File: src/logic/css_pkg.sv
/*
  Package for the special-sequence control of a small 8-bit core:
  state enumeration, bus cycle kinds, vector and window addresses.
  Assumes a 16-bit address bus with 8-bit data and one bus clock.
*/
package css_pkg;

  localparam logic [15:0] CSS_RESET_VEC_HI  = 16'hfffe;
  localparam logic [15:0] CSS_RESET_VEC_LO  = 16'hffff;
  localparam logic [15:0] CSS_WINDOW_START  = 16'h8000;
  localparam logic [15:0] CSS_WINDOW_END    = 16'hbfff;
  localparam logic [1:0]  CSS_QUEUE_BYTES   = 2'h3;
  localparam logic [7:0]  CSS_PAGE_RESET    = 8'h00;
  localparam logic [15:0] CSS_SP_RESET      = 16'h00ff;
  localparam logic        CSS_MASK_RESET    = 1'b1;
  localparam logic        CSS_DBG_EN_RESET  = 1'b0;

  // Kind of bus cycle that the sequencer drives
  typedef enum logic [1:0] {
    CSS_CYC_IDLE,
    CSS_CYC_READ,
    CSS_CYC_WRITE
  } css_cyc_t;

  typedef struct packed {
    css_cyc_t    kind;
    logic [15:0] addr;
    logic [7:0]  wdata;
  } css_bus_t;

  typedef enum {
    CSS_ST_RESET,
    CSS_ST_RVEC_HI,
    CSS_ST_RVEC_LO,
    CSS_ST_FREE,
    CSS_ST_FILL,
    CSS_ST_RUN,
    CSS_ST_PUSH,
    CSS_ST_IVEC_HI,
    CSS_ST_IVEC_LO,
    CSS_ST_WAIT,
    CSS_ST_STOP,
    CSS_ST_DEBUG,
    CSS_ST_RTC_POP
  } css_state_t;

  // Operation requested at an instruction boundary
  typedef enum logic [2:0] {
    CSS_OP_NONE,
    CSS_OP_TRAP,
    CSS_OP_WAIT,
    CSS_OP_STOP,
    CSS_OP_HALT,
    CSS_OP_CALL,
    CSS_OP_RTC
  } css_op_t;

endpackage

File: src/logic/css_seq.sv
/*
  Sequencer for the non-opcode operations of the core: reset vector fetch,
  interrupt and soft trap entry, wait, stop, debug halt, paged call/return.
  Assumes the execution unit reports instruction boundaries and the register
  values to stack, and that memory answers reads with rdata_i next cycle.
*/
`timescale 1ns/1ps

// What this block does
// - Any reset aborts activity at once
// - Reset ends when sources done, pin released
// - Six cycles: reset vector, queue fill
// - Interrupt entered at instruction boundary only
// - Vector from lowest-numbered pending at entry
// - Push PC low, PC high, X, A, CONDITION_CODE_REG
// - Mask set after condition codes stacked
// - Vector high, low, free cycle, three fetches
// - Upper index byte never stacked
// - Soft trap same entry, ignores mask
// - Wait clears mask, stops core clock
// - Wake from wait runs normal sequence
// - Debug entry command wakes wait into debug
// - Stop may keep minimal clocks running
// - Debug enabled keeps oscillator in stop
// - Debug entry wakes stop with oscillator
// - Halt leaves debug on go command only
// - Paged call pushes return address low first
// - Paged call stacks old page, loads new
// - Paged call indivisible, refills queue
// - Paged return pulls page, address, refills
// - Halt enters debug only if enabled
// - Mask one means maskable interrupts disabled outside stop
module css_seq
  import css_pkg::*;
#(
  parameter int NUM_IRQ = 8
) (
  input  wire logic               clock_i,
  input  wire logic               arst_n_i,
  input  wire logic               reset_req_i,
  input  wire logic               src_done_i,
  input  wire logic               reset_pin_n_i,
  input  wire logic [NUM_IRQ-1:0] irq_pend_i,
  input  wire logic [15:0]        irq_vec_i [NUM_IRQ],
  input  wire logic               boundary_i,
  input  wire css_op_t            op_i,
  input  wire logic [15:0]        next_pc_i,
  input  wire logic [15:0]        dest_pc_i,
  input  wire logic [7:0]         op_page_i,
  input  wire logic [7:0]         index_low_i,
  input  wire logic [7:0]         acc_i,
  input  wire logic [7:0]         ccr_i,
  input  wire logic               keep_clocks_i,
  input  wire logic               dbg_enable_set_i,
  input  wire logic               dbg_enter_cmd_i,
  input  wire logic               dbg_go_cmd_i,
  input  wire logic               wake_tick_i,
  input  wire logic [7:0]         rdata_i,
  output logic                    reset_active_o,
  output css_bus_t               bus_o,
  output logic                    mask_o,
  output logic                    cpu_clk_en_o,
  output logic                    osc_on_o,
  output logic                    debug_active_o,
  output logic                    seq_busy_o,
  output logic [15:0]             pc_o,
  output logic [7:0]              page_o,
  output logic [15:0]             sp_o
);

  css_state_t  state;
  css_op_t     op_kind;
  logic [2:0]  step;
  logic [15:0] vec_addr;
  logic [7:0]  vec_hi;
  logic        dbg_en;
  logic        resetting;
  logic [7:0]  pulled_page;

  function automatic logic [15:0] pick_vec(input logic [NUM_IRQ-1:0] pend,
                                           input logic [15:0] vecs [NUM_IRQ]);
    logic [15:0] v;
    v = 16'h0000;
    for (int i = NUM_IRQ - 1; i >= 0; i--) begin
      if (pend[i]) begin
        v = vecs[i];
      end
    end
    return v;
  endfunction

  wire logic        irq_take  = boundary_i && !mask_o && (|irq_pend_i);
  wire logic        wake_wait = (|irq_pend_i) || dbg_enter_cmd_i;
  wire logic        wake_stop = wake_tick_i && keep_clocks_i;
  wire logic [15:0] sel_vec   = pick_vec(irq_pend_i, irq_vec_i);
  wire logic        trap_take = boundary_i && op_i == CSS_OP_TRAP;
  wire logic [15:0] sp_dec    = sp_o - 16'h0001;
  wire logic [15:0] sp_inc    = sp_o + 16'h0001;
  // Low vector byte arrives in the first fill cycle
  wire logic [15:0] vec_word  = {vec_hi, rdata_i};
  wire logic        load_vec  = state == CSS_ST_FILL && step == 3'd0 && op_kind != CSS_OP_CALL;
  wire logic [15:0] fill_addr = load_vec ? vec_word : pc_o + 16'(step);

  // Stacked byte per push step; the upper index byte has no slot
  logic [7:0] push_byte;
  always_comb begin
    push_byte = 8'h00;
    case (step)
      3'd0: push_byte = pc_o[7:0];
      3'd1: push_byte = pc_o[15:8];
      3'd2: push_byte = (op_kind == CSS_OP_CALL) ? page_o : index_low_i;
      3'd3: push_byte = acc_i;
      default: push_byte = ccr_i;
    endcase
  end
  wire logic [2:0] push_last = (op_kind == CSS_OP_CALL) ? 3'd2 : 3'd4;

  always_ff @(posedge clock_i or negedge arst_n_i) begin
    if (!arst_n_i) begin
      state <= CSS_ST_RESET;
      resetting <= 1'b1;
    end else if (reset_req_i || !reset_pin_n_i) begin
      state <= CSS_ST_RESET;
      resetting <= 1'b1;
    end else if (state == CSS_ST_RESET && src_done_i) begin
      state <= CSS_ST_RVEC_HI;
      resetting <= 1'b0;
    end else begin
      case (state)
        CSS_ST_RVEC_HI: state <= CSS_ST_RVEC_LO;
        CSS_ST_RVEC_LO: state <= CSS_ST_FREE;
        CSS_ST_FREE:    state <= CSS_ST_FILL;
        CSS_ST_FILL:    state <= (step == CSS_QUEUE_BYTES - 2'h1) ? CSS_ST_RUN : CSS_ST_FILL;
        CSS_ST_RUN: begin
          if (trap_take || irq_take) begin
            state <= CSS_ST_PUSH;
          end else if (boundary_i && op_i == CSS_OP_CALL) begin
            state <= CSS_ST_PUSH;
          end else if (boundary_i && op_i == CSS_OP_RTC) begin
            state <= CSS_ST_RTC_POP;
          end else if (boundary_i && op_i == CSS_OP_WAIT) begin
            state <= CSS_ST_WAIT;
          end else if (boundary_i && op_i == CSS_OP_STOP) begin
            state <= CSS_ST_STOP;
          end else if (boundary_i && op_i == CSS_OP_HALT && dbg_en) begin
            state <= CSS_ST_DEBUG;
          end
        end
        CSS_ST_PUSH: begin
          if (step == push_last) begin
            state <= (op_kind == CSS_OP_CALL) ? CSS_ST_FREE : CSS_ST_IVEC_HI;
          end
        end
        CSS_ST_IVEC_HI: state <= CSS_ST_IVEC_LO;
        CSS_ST_IVEC_LO: state <= CSS_ST_FREE;
        CSS_ST_RTC_POP: state <= (step == 3'd2) ? CSS_ST_FREE : CSS_ST_RTC_POP;
        CSS_ST_WAIT: begin
          if (dbg_enter_cmd_i) begin
            state <= CSS_ST_DEBUG;
          end else if (wake_wait) begin
            state <= CSS_ST_PUSH;
          end
        end
        CSS_ST_STOP: begin
          if (dbg_enter_cmd_i && dbg_en) begin
            state <= CSS_ST_DEBUG;
          end else if (wake_stop || (|irq_pend_i)) begin
            state <= CSS_ST_PUSH;
          end
        end
        CSS_ST_DEBUG:   state <= dbg_go_cmd_i ? CSS_ST_RUN : CSS_ST_DEBUG;
        default:        state <= CSS_ST_RESET;
      endcase
    end
  end

  always_ff @(posedge clock_i or negedge arst_n_i) begin
    if (!arst_n_i) begin
      step <= 3'd0;
      op_kind <= CSS_OP_NONE;
      vec_addr <= 16'h0000;
      vec_hi <= 8'h00;
      pulled_page <= 8'h00;
    end else if (state == CSS_ST_RESET || (state == CSS_ST_RUN && boundary_i)) begin
      step <= 3'd0;
      if (state == CSS_ST_RESET) op_kind <= CSS_OP_NONE;
      else op_kind <= (trap_take || irq_take) ? CSS_OP_TRAP : op_i;
      vec_addr <= trap_take ? irq_vec_i[0] : sel_vec;
    end else if (state == CSS_ST_WAIT || state == CSS_ST_STOP) begin
      step <= 3'd0;
      op_kind <= CSS_OP_TRAP;
      vec_addr <= sel_vec;
    end else if (state == CSS_ST_PUSH || state == CSS_ST_RTC_POP || state == CSS_ST_FILL) begin
      step <= (state == CSS_ST_PUSH && step == push_last) ? 3'd0 : step + 3'd1;
      if (state == CSS_ST_RTC_POP && step == 3'd2) pulled_page <= rdata_i;
    end else begin
      step <= 3'd0;
      // Read data lags its request by two states
      if (state == CSS_ST_FREE) vec_hi <= rdata_i;
    end
  end

  // Bus cycle: one registered request per sequence cycle
  css_bus_t next_bus;
  always_comb begin
    next_bus = '{kind: CSS_CYC_IDLE, addr: 16'h0000, wdata: 8'h00};
    case (state)
      CSS_ST_RVEC_HI: next_bus = '{CSS_CYC_READ, CSS_RESET_VEC_HI, 8'h00};
      CSS_ST_RVEC_LO: next_bus = '{CSS_CYC_READ, CSS_RESET_VEC_LO, 8'h00};
      CSS_ST_PUSH:    next_bus = '{CSS_CYC_WRITE, sp_o, push_byte};
      CSS_ST_IVEC_HI: next_bus = '{CSS_CYC_READ, vec_addr, 8'h00};
      CSS_ST_IVEC_LO: next_bus = '{CSS_CYC_READ, vec_addr + 16'h0001, 8'h00};
      CSS_ST_RTC_POP: next_bus = '{CSS_CYC_READ, sp_inc, 8'h00};
      CSS_ST_FILL:    next_bus = '{CSS_CYC_READ, fill_addr, 8'h00};
      default:        ;
    endcase
  end

  always_ff @(posedge clock_i or negedge arst_n_i) begin
    if (!arst_n_i) begin
      bus_o <= '{kind: CSS_CYC_IDLE, addr: 16'h0000, wdata: 8'h00};
      pc_o <= 16'h0000;
      sp_o <= CSS_SP_RESET;
      page_o <= CSS_PAGE_RESET;
      mask_o <= CSS_MASK_RESET;
      dbg_en <= CSS_DBG_EN_RESET;
    end else begin
      bus_o <= next_bus;
      if (dbg_enable_set_i) dbg_en <= 1'b1;
      if (state == CSS_ST_RESET) begin
        mask_o <= CSS_MASK_RESET;
        page_o <= CSS_PAGE_RESET;
      end else if (state == CSS_ST_RUN && boundary_i) begin
        pc_o <= next_pc_i;
        if (op_i == CSS_OP_WAIT && !trap_take && !irq_take) mask_o <= 1'b0;
      end else if (state == CSS_ST_PUSH) begin
        sp_o <= sp_dec;
        if (step == push_last && op_kind != CSS_OP_CALL) mask_o <= 1'b1;
        if (step == push_last && op_kind == CSS_OP_CALL) begin
          page_o <= op_page_i;
          pc_o <= dest_pc_i;
        end
      end else if (state == CSS_ST_RTC_POP) begin
        sp_o <= sp_inc;
      end else if (load_vec) begin
        pc_o <= vec_word;
        if (op_kind == CSS_OP_RTC) page_o <= pulled_page;
      end
    end
  end

  always_ff @(posedge clock_i or negedge arst_n_i) begin
    if (!arst_n_i) begin
      reset_active_o <= 1'b1;
      cpu_clk_en_o <= 1'b0;
      osc_on_o <= 1'b1;
      debug_active_o <= 1'b0;
      seq_busy_o <= 1'b1;
    end else begin
      reset_active_o <= resetting;
      cpu_clk_en_o <= !(state == CSS_ST_WAIT || state == CSS_ST_STOP || state == CSS_ST_RESET);
      osc_on_o <= (state != CSS_ST_STOP) || dbg_en || keep_clocks_i;
      debug_active_o <= (state == CSS_ST_DEBUG);
      seq_busy_o <= (state != CSS_ST_RUN);
    end
  end

  property p_push_order;
    @(posedge clock_i) disable iff (!arst_n_i)
      (state == CSS_ST_PUSH && step == 3'd0 && op_kind == CSS_OP_TRAP) |=> step == 3'd1;
  endproperty
  a_push_order: assert property (p_push_order) else $error("push order broken");

  property p_mask_after_push;
    @(posedge clock_i) disable iff (!arst_n_i)
      (state == CSS_ST_PUSH && step == 3'd4 && op_kind == CSS_OP_TRAP) |=> mask_o;
  endproperty
  a_mask_after_push: assert property (p_mask_after_push) else $error("mask not set");

  property p_reset_abort;
    @(posedge clock_i) disable iff (!arst_n_i) reset_req_i |=> state == CSS_ST_RESET;
  endproperty
  a_reset_abort: assert property (p_reset_abort) else $error("reset not immediate");

  property p_halt_gated;
    @(posedge clock_i) disable iff (!arst_n_i)
      (state == CSS_ST_RUN && !dbg_en) |=> state != CSS_ST_DEBUG;
  endproperty
  a_halt_gated: assert property (p_halt_gated) else $error("debug without enable");

  property p_osc_stop;
    @(posedge clock_i) disable iff (!arst_n_i) (state == CSS_ST_STOP && dbg_en) |=> osc_on_o;
  endproperty
  a_osc_stop: assert property (p_osc_stop) else $error("oscillator stopped");

  property p_reset_seq;
    @(posedge clock_i) disable iff (!arst_n_i || reset_req_i || !reset_pin_n_i)
      (state == CSS_ST_RVEC_HI) |=> state == CSS_ST_RVEC_LO ##1 state == CSS_ST_FREE;
  endproperty
  a_reset_seq: assert property (p_reset_seq) else $error("reset vector order");

  property p_wait_mask;
    @(posedge clock_i) disable iff (!arst_n_i) (state == CSS_ST_WAIT) |-> !mask_o;
  endproperty
  a_wait_mask: assert property (p_wait_mask) else $error("wait left mask set");

  property p_no_irq_masked;
    @(posedge clock_i) disable iff (!arst_n_i || reset_req_i || !reset_pin_n_i)
      (state == CSS_ST_RUN && mask_o && boundary_i && op_i == CSS_OP_NONE) |=> state == CSS_ST_RUN;
  endproperty
  a_no_irq_masked: assert property (p_no_irq_masked) else $error("masked irq taken");

  c_irq:  cover property (@(posedge clock_i) state == CSS_ST_IVEC_HI);
  c_call: cover property (@(posedge clock_i) state == CSS_ST_PUSH && op_kind == CSS_OP_CALL);
  c_rtc:  cover property (@(posedge clock_i) state == CSS_ST_RTC_POP);
  c_dbg:  cover property (@(posedge clock_i) state == CSS_ST_DEBUG);

endmodule

File: config.mk
export PLATFORM = sky130hd
export DESIGN_NAME = css_seq
export DESIGN_NICKNAME = d
export VERILOG_FILES = /design/src/logic/css_pkg.sv /design/src/logic/css_seq.sv
export SDC_FILE = /design/constraint.sdc
export NUM_CORES = 1
export LEC_CHECK = 0
export BUFFER_PORTS_ARGS = -buffer_cell sky130_fd_sc_hd__clkbuf_2
export CAP_MARGIN = 20
export CORE_MARGIN = 4
export CORE_UTILIZATION = 52
export CTS_CLUSTER_DIAMETER = 100
export DETAILED_ROUTE_END_ITERATION = 6
export PLACE_DENSITY_LB_ADDON = 0.15
export SLEW_MARGIN = 40
export SYNTH_ARGS = -nofsm -noshare
export SYNTH_HDL_FRONTEND = slang
export SYNTH_SLANG_ARGS = --single-unit
File: constraint.sdc
create_clock -name clock_i -period 3.1 [get_ports clock_i]
set_clock_uncertainty 0.2 [all_clocks]
set_input_delay 0.465 -clock clock_i [delete_from_list [all_inputs] [get_ports clock_i]]
set_output_delay 0.465 -clock clock_i [all_outputs]
set_load 0.005 [all_outputs]
==> reports/qor.txt <==
outcome -> finished with violations
failing checks -> design-rule violations
LEAKAGE -> 0.00499 uW
# resized after CTS -> 0
Placed Cells -> 1502
clk_lat worst skew -> 420 ps
Register Area -> 2920 um2
vias in the first global route -> 9161
postcts setup bufs -> 0
Synth Flop Type -> dfrtp_1
non-filler instance count after layout -> 1532
Int Power -> 2970 uW
port bufs -> 293
crit path launch type -> register
DR vias -> 9593
die area -> 18400 um2
sequential power share -> 0.411
Initial Util -> 0.532
Ant. Diodes -> 0
Final Util -> 0.669
FP Rows -> 46
Root Driver -> clkbuf_16
Pre-antenna DRT Iters -> 7
largest net degree at the start of global routing -> 75
worst-case clock buffer depth -> 2
CTS buffer count -> 17
Critical Path End -> bus_o[20]$_DFF_PN0_
Die H -> 136 um
synthesized cell area -> 8490 um2
synthesis warning total -> 0
P per Cell Area -> 382 nW/um2
CP startpoint -> sp_o[0]$_DFFE_PN1P_
asr flop ratio synth -> 1.00
sw power -> 1100 uW
initial antenna violation count -> 1
Global Route Usage Sum -> 0.340
worst rel slew slack -> 0.417
core footprint -> 15900 um2
Post-Syn Area per Cell -> 8.08 um2
filler instances -> 1454
Critical Path RT -> 3190 ps
worst-path fanout max -> 13
clock sink count -> 116
die span in x -> 136 um
Max Fclk -> 346 MHz
fin. max-slew vios -> 0
Hold Crit Class -> primary input to register
Peak VDD IR -> 0.341 mV
Worst Max-Slew Pin Slew -> 866 ps
share of cells above drive strength 1 -> 0.312
I/O pin count -> 294
H-tree levels -> 4
Comb power frac -> 0.145
final antenna-violating net count -> 0
Synth Register Bits -> 116
post-synthesis net count -> 1284
hold_ws -> 37.0 ps
Net Sw Frac -> 0.271
part of the Yosys area used for sequential elements -> 0.344
routed length per placed instance -> 21.0 um
FF-to-FF setup slack -> 210 ps
area occupied by multi-input gates -> 5090 um2
setup TNS -> 0 ps
clock share of power -> 0.444
Final nets -> 1540
count of flip-flops with a built-in enable after synthesis -> 0
hpwl dp -> 25.0 mm
DR vias/cell -> 6.26
number of setup violations in the final report -> 0
gpl congestion -> 0.966
min cycle time layout -> 2890 ps
Reg clk slew, reported paths -> 60 ps
CP arrival -> 2980 ps
DRT iter0 DRCs -> 1180
GR Overflow Total -> 0
FF-to-FF End -> bus_o[20]$_DFF_PN0_
# Max-Cap Violations -> 0
first-pass GRT wire length -> 48.9 mm
Area Growth Syn to Fin -> 25.7%
Mapped Cells -> 1050
Post-Route WL -> 32.2 mm
TritonCTS clock tree -> built
critical setup path kind -> register to register
Worst setup EP type -> register
Hold Vio Cnt, Final -> 0
DRC -> 23
period utilization -> 0.931
Cell variety after synth -> 86
RSZ-0062 raised after global routing -> no
Reg2Reg Depth -> 6
launching point of the worst reg2reg path -> sp_o[0]$_DFFE_PN1P_
==> sequential cells by signal, summed over array words and instances, names as in the netlist, 3 cells and up <==
name         count
pulled_page      8
vec_hi           8
op_kind          3
step             3
vec_addr        16
pc_o            16
bus_o           26
page_o           8
sp_o            16
state            4
==> cells in the mapped netlist, types with 7 or more instances <==
master / instances / area [um2]
nand2_1: 162 / 608
dfrtp_1: 103 / 2580
a21oi_1: 92 / 460
o21ai_0: 82 / 410
nor2_1: 65 / 244
clkbuf_1: 48 / 180
inv_1: 31 / 116
nand3_1: 30 / 150
a22oi_1: 28 / 210
xnor2_1: 22 / 193
xor2_1: 22 / 193
a221oi_1: 20 / 175
buf_2: 20 / 100
nor3_1: 19 / 95.1
a211oi_1: 18 / 135
mux2_2: 16 / 180
o221ai_1: 16 / 140
dfstp_2: 13 / 342
nor2b_1: 12 / 75.1
nor4_1: 12 / 75.1
o31ai_1: 12 / 90.1
ha_1: 11 / 138
o22ai_1: 11 / 68.8
a31oi_1: 10 / 62.6
nand4_1: 10 / 62.6
o211ai_1: 10 / 75.1
a222oi_1: 8 / 80.1
mux2i_1: 8 / 80.1
nand2b_1: 8 / 50.1
or2_2: 7 / 43.8
==> layer usage <==
metal  vias up  global-route usage  share of wire
li1       4372                   -              -
met3       112              0.0717          0.097
met4         2               0.178          0.051
met1      4482               0.434           0.38
met5         -                   0        0.00025
met2       625               0.545           0.47
==> how the worst min path moves through the flow <==
stage	startpoint	endpoint	depth (start not counted)
after floorplan	arst_n_i	bus_o[0]$_DFF_PN0_	0
after global placement	resetting$_DFFE_PN1P_	reset_active_o$_DFF_PN1_	0
after detailed placement	resetting$_DFFE_PN1P_	reset_active_o$_DFF_PN1_	0
after CTS	dbg_enable_set_i	dbg_en$_DFFE_PN0P_	2
after global routing	dbg_enable_set_i	dbg_en$_DFFE_PN0P_	2
final	dbg_enable_set_i	dbg_en$_DFFE_PN0P_	2
==> power by group through the flow <==
| stage | registers [uW] | logic [uW] | clock network [uW] |
|---|---|---|---|
| floorplan | 1660 | 276 | 0 |
| global placement | 1690 | 576 | 0 |
| detailed placement | 1700 | 581 | 0 |
| CTS | 1670 | 586 | 1820 |
| global route | 1680 | 648 | 1890 |
| finish | 1670 | 590 | 1810 |
==> stage by stage <==
stage / setup WS, ps / power [uW] / area (um2)
6_report: 213 / 4070 / 10700
5_1_grt: 106 / 4220 / 10700
4_1_cts: 297 / 4080 / 10700
3_5_place_dp: 320 / 2280 / 10100
3_3_place_gp: 360 / 2270 / 10100
2_1_floorplan: 760 / 1940 / 8490
==> critical path, stage by stage (launching register included) <==
cell and delay [ps]:
dfstp_2 680, ha_1 290, nand3_1 250, nor4_1 730, xnor2_1 200, nor2_1 50
or3_1 370
==> placed cells by master (no fill, tap or decap), types with 11 or more instances in the layout <==
master / netlist / layout
clkbuf_2: 1 / 292
nand2_1: 162 / 162
dfrtp_1: 103 / 103
a21oi_1: 92 / 91
o21ai_0: 82 / 82
nor2_1: 65 / 65
inv_1: 31 / 31
nand3_1: 30 / 30
a22oi_1: 28 / 28
xor2_1: 22 / 22
xnor2_1: 22 / 22
buf_4: 6 / 22
a221oi_1: 20 / 20
nor3_1: 19 / 19
a211oi_1: 18 / 18
clkbuf_16: 0 / 17
o221ai_1: 16 / 16
mux2_2: 16 / 16
dfstp_2: 13 / 13
nor4_1: 12 / 12
o31ai_1: 12 / 12
nor2b_1: 12 / 11
o22ai_1: 11 / 11
ha_1: 11 / 11
==> what timing repair did <==
action | 4_1_cts | 5_1_grt
hold endpoints to repair | 38 | 0
endpoints found under the setup margin | 0 | 0
hold buffers | 1 | 0
==> cells by family (layout without fill, tap and decap cells) <==
kind of cell,count (synthesis),in the layout,share of synthesized area
AOI/OAI and AO/OA,360,360,0.282
and+or+nand+nor,378,378,0.221
buffers and inverters,116,382,0.0585
adders and majority gates,12,12,0.0186
xor gates and xnor gates,44,44,0.0454
DFF,116,116,0.344
muxes,24,24,0.0307
==> layout make-up <==
| class | count | area share |
|---|---|---|
| multi-input combinational | 818 | 0.477 |
| timing repair buffer | 319 | 0.161 |
| inverter | 34 | 0.0124 |
| tap | 216 | 0.0253 |
| clock inverter | 9 | 0.00786 |
| sequential | 116 | 0.274 |
| clock buffer | 20 | 0.0428 |
Power figures use the tool's default switching activity.
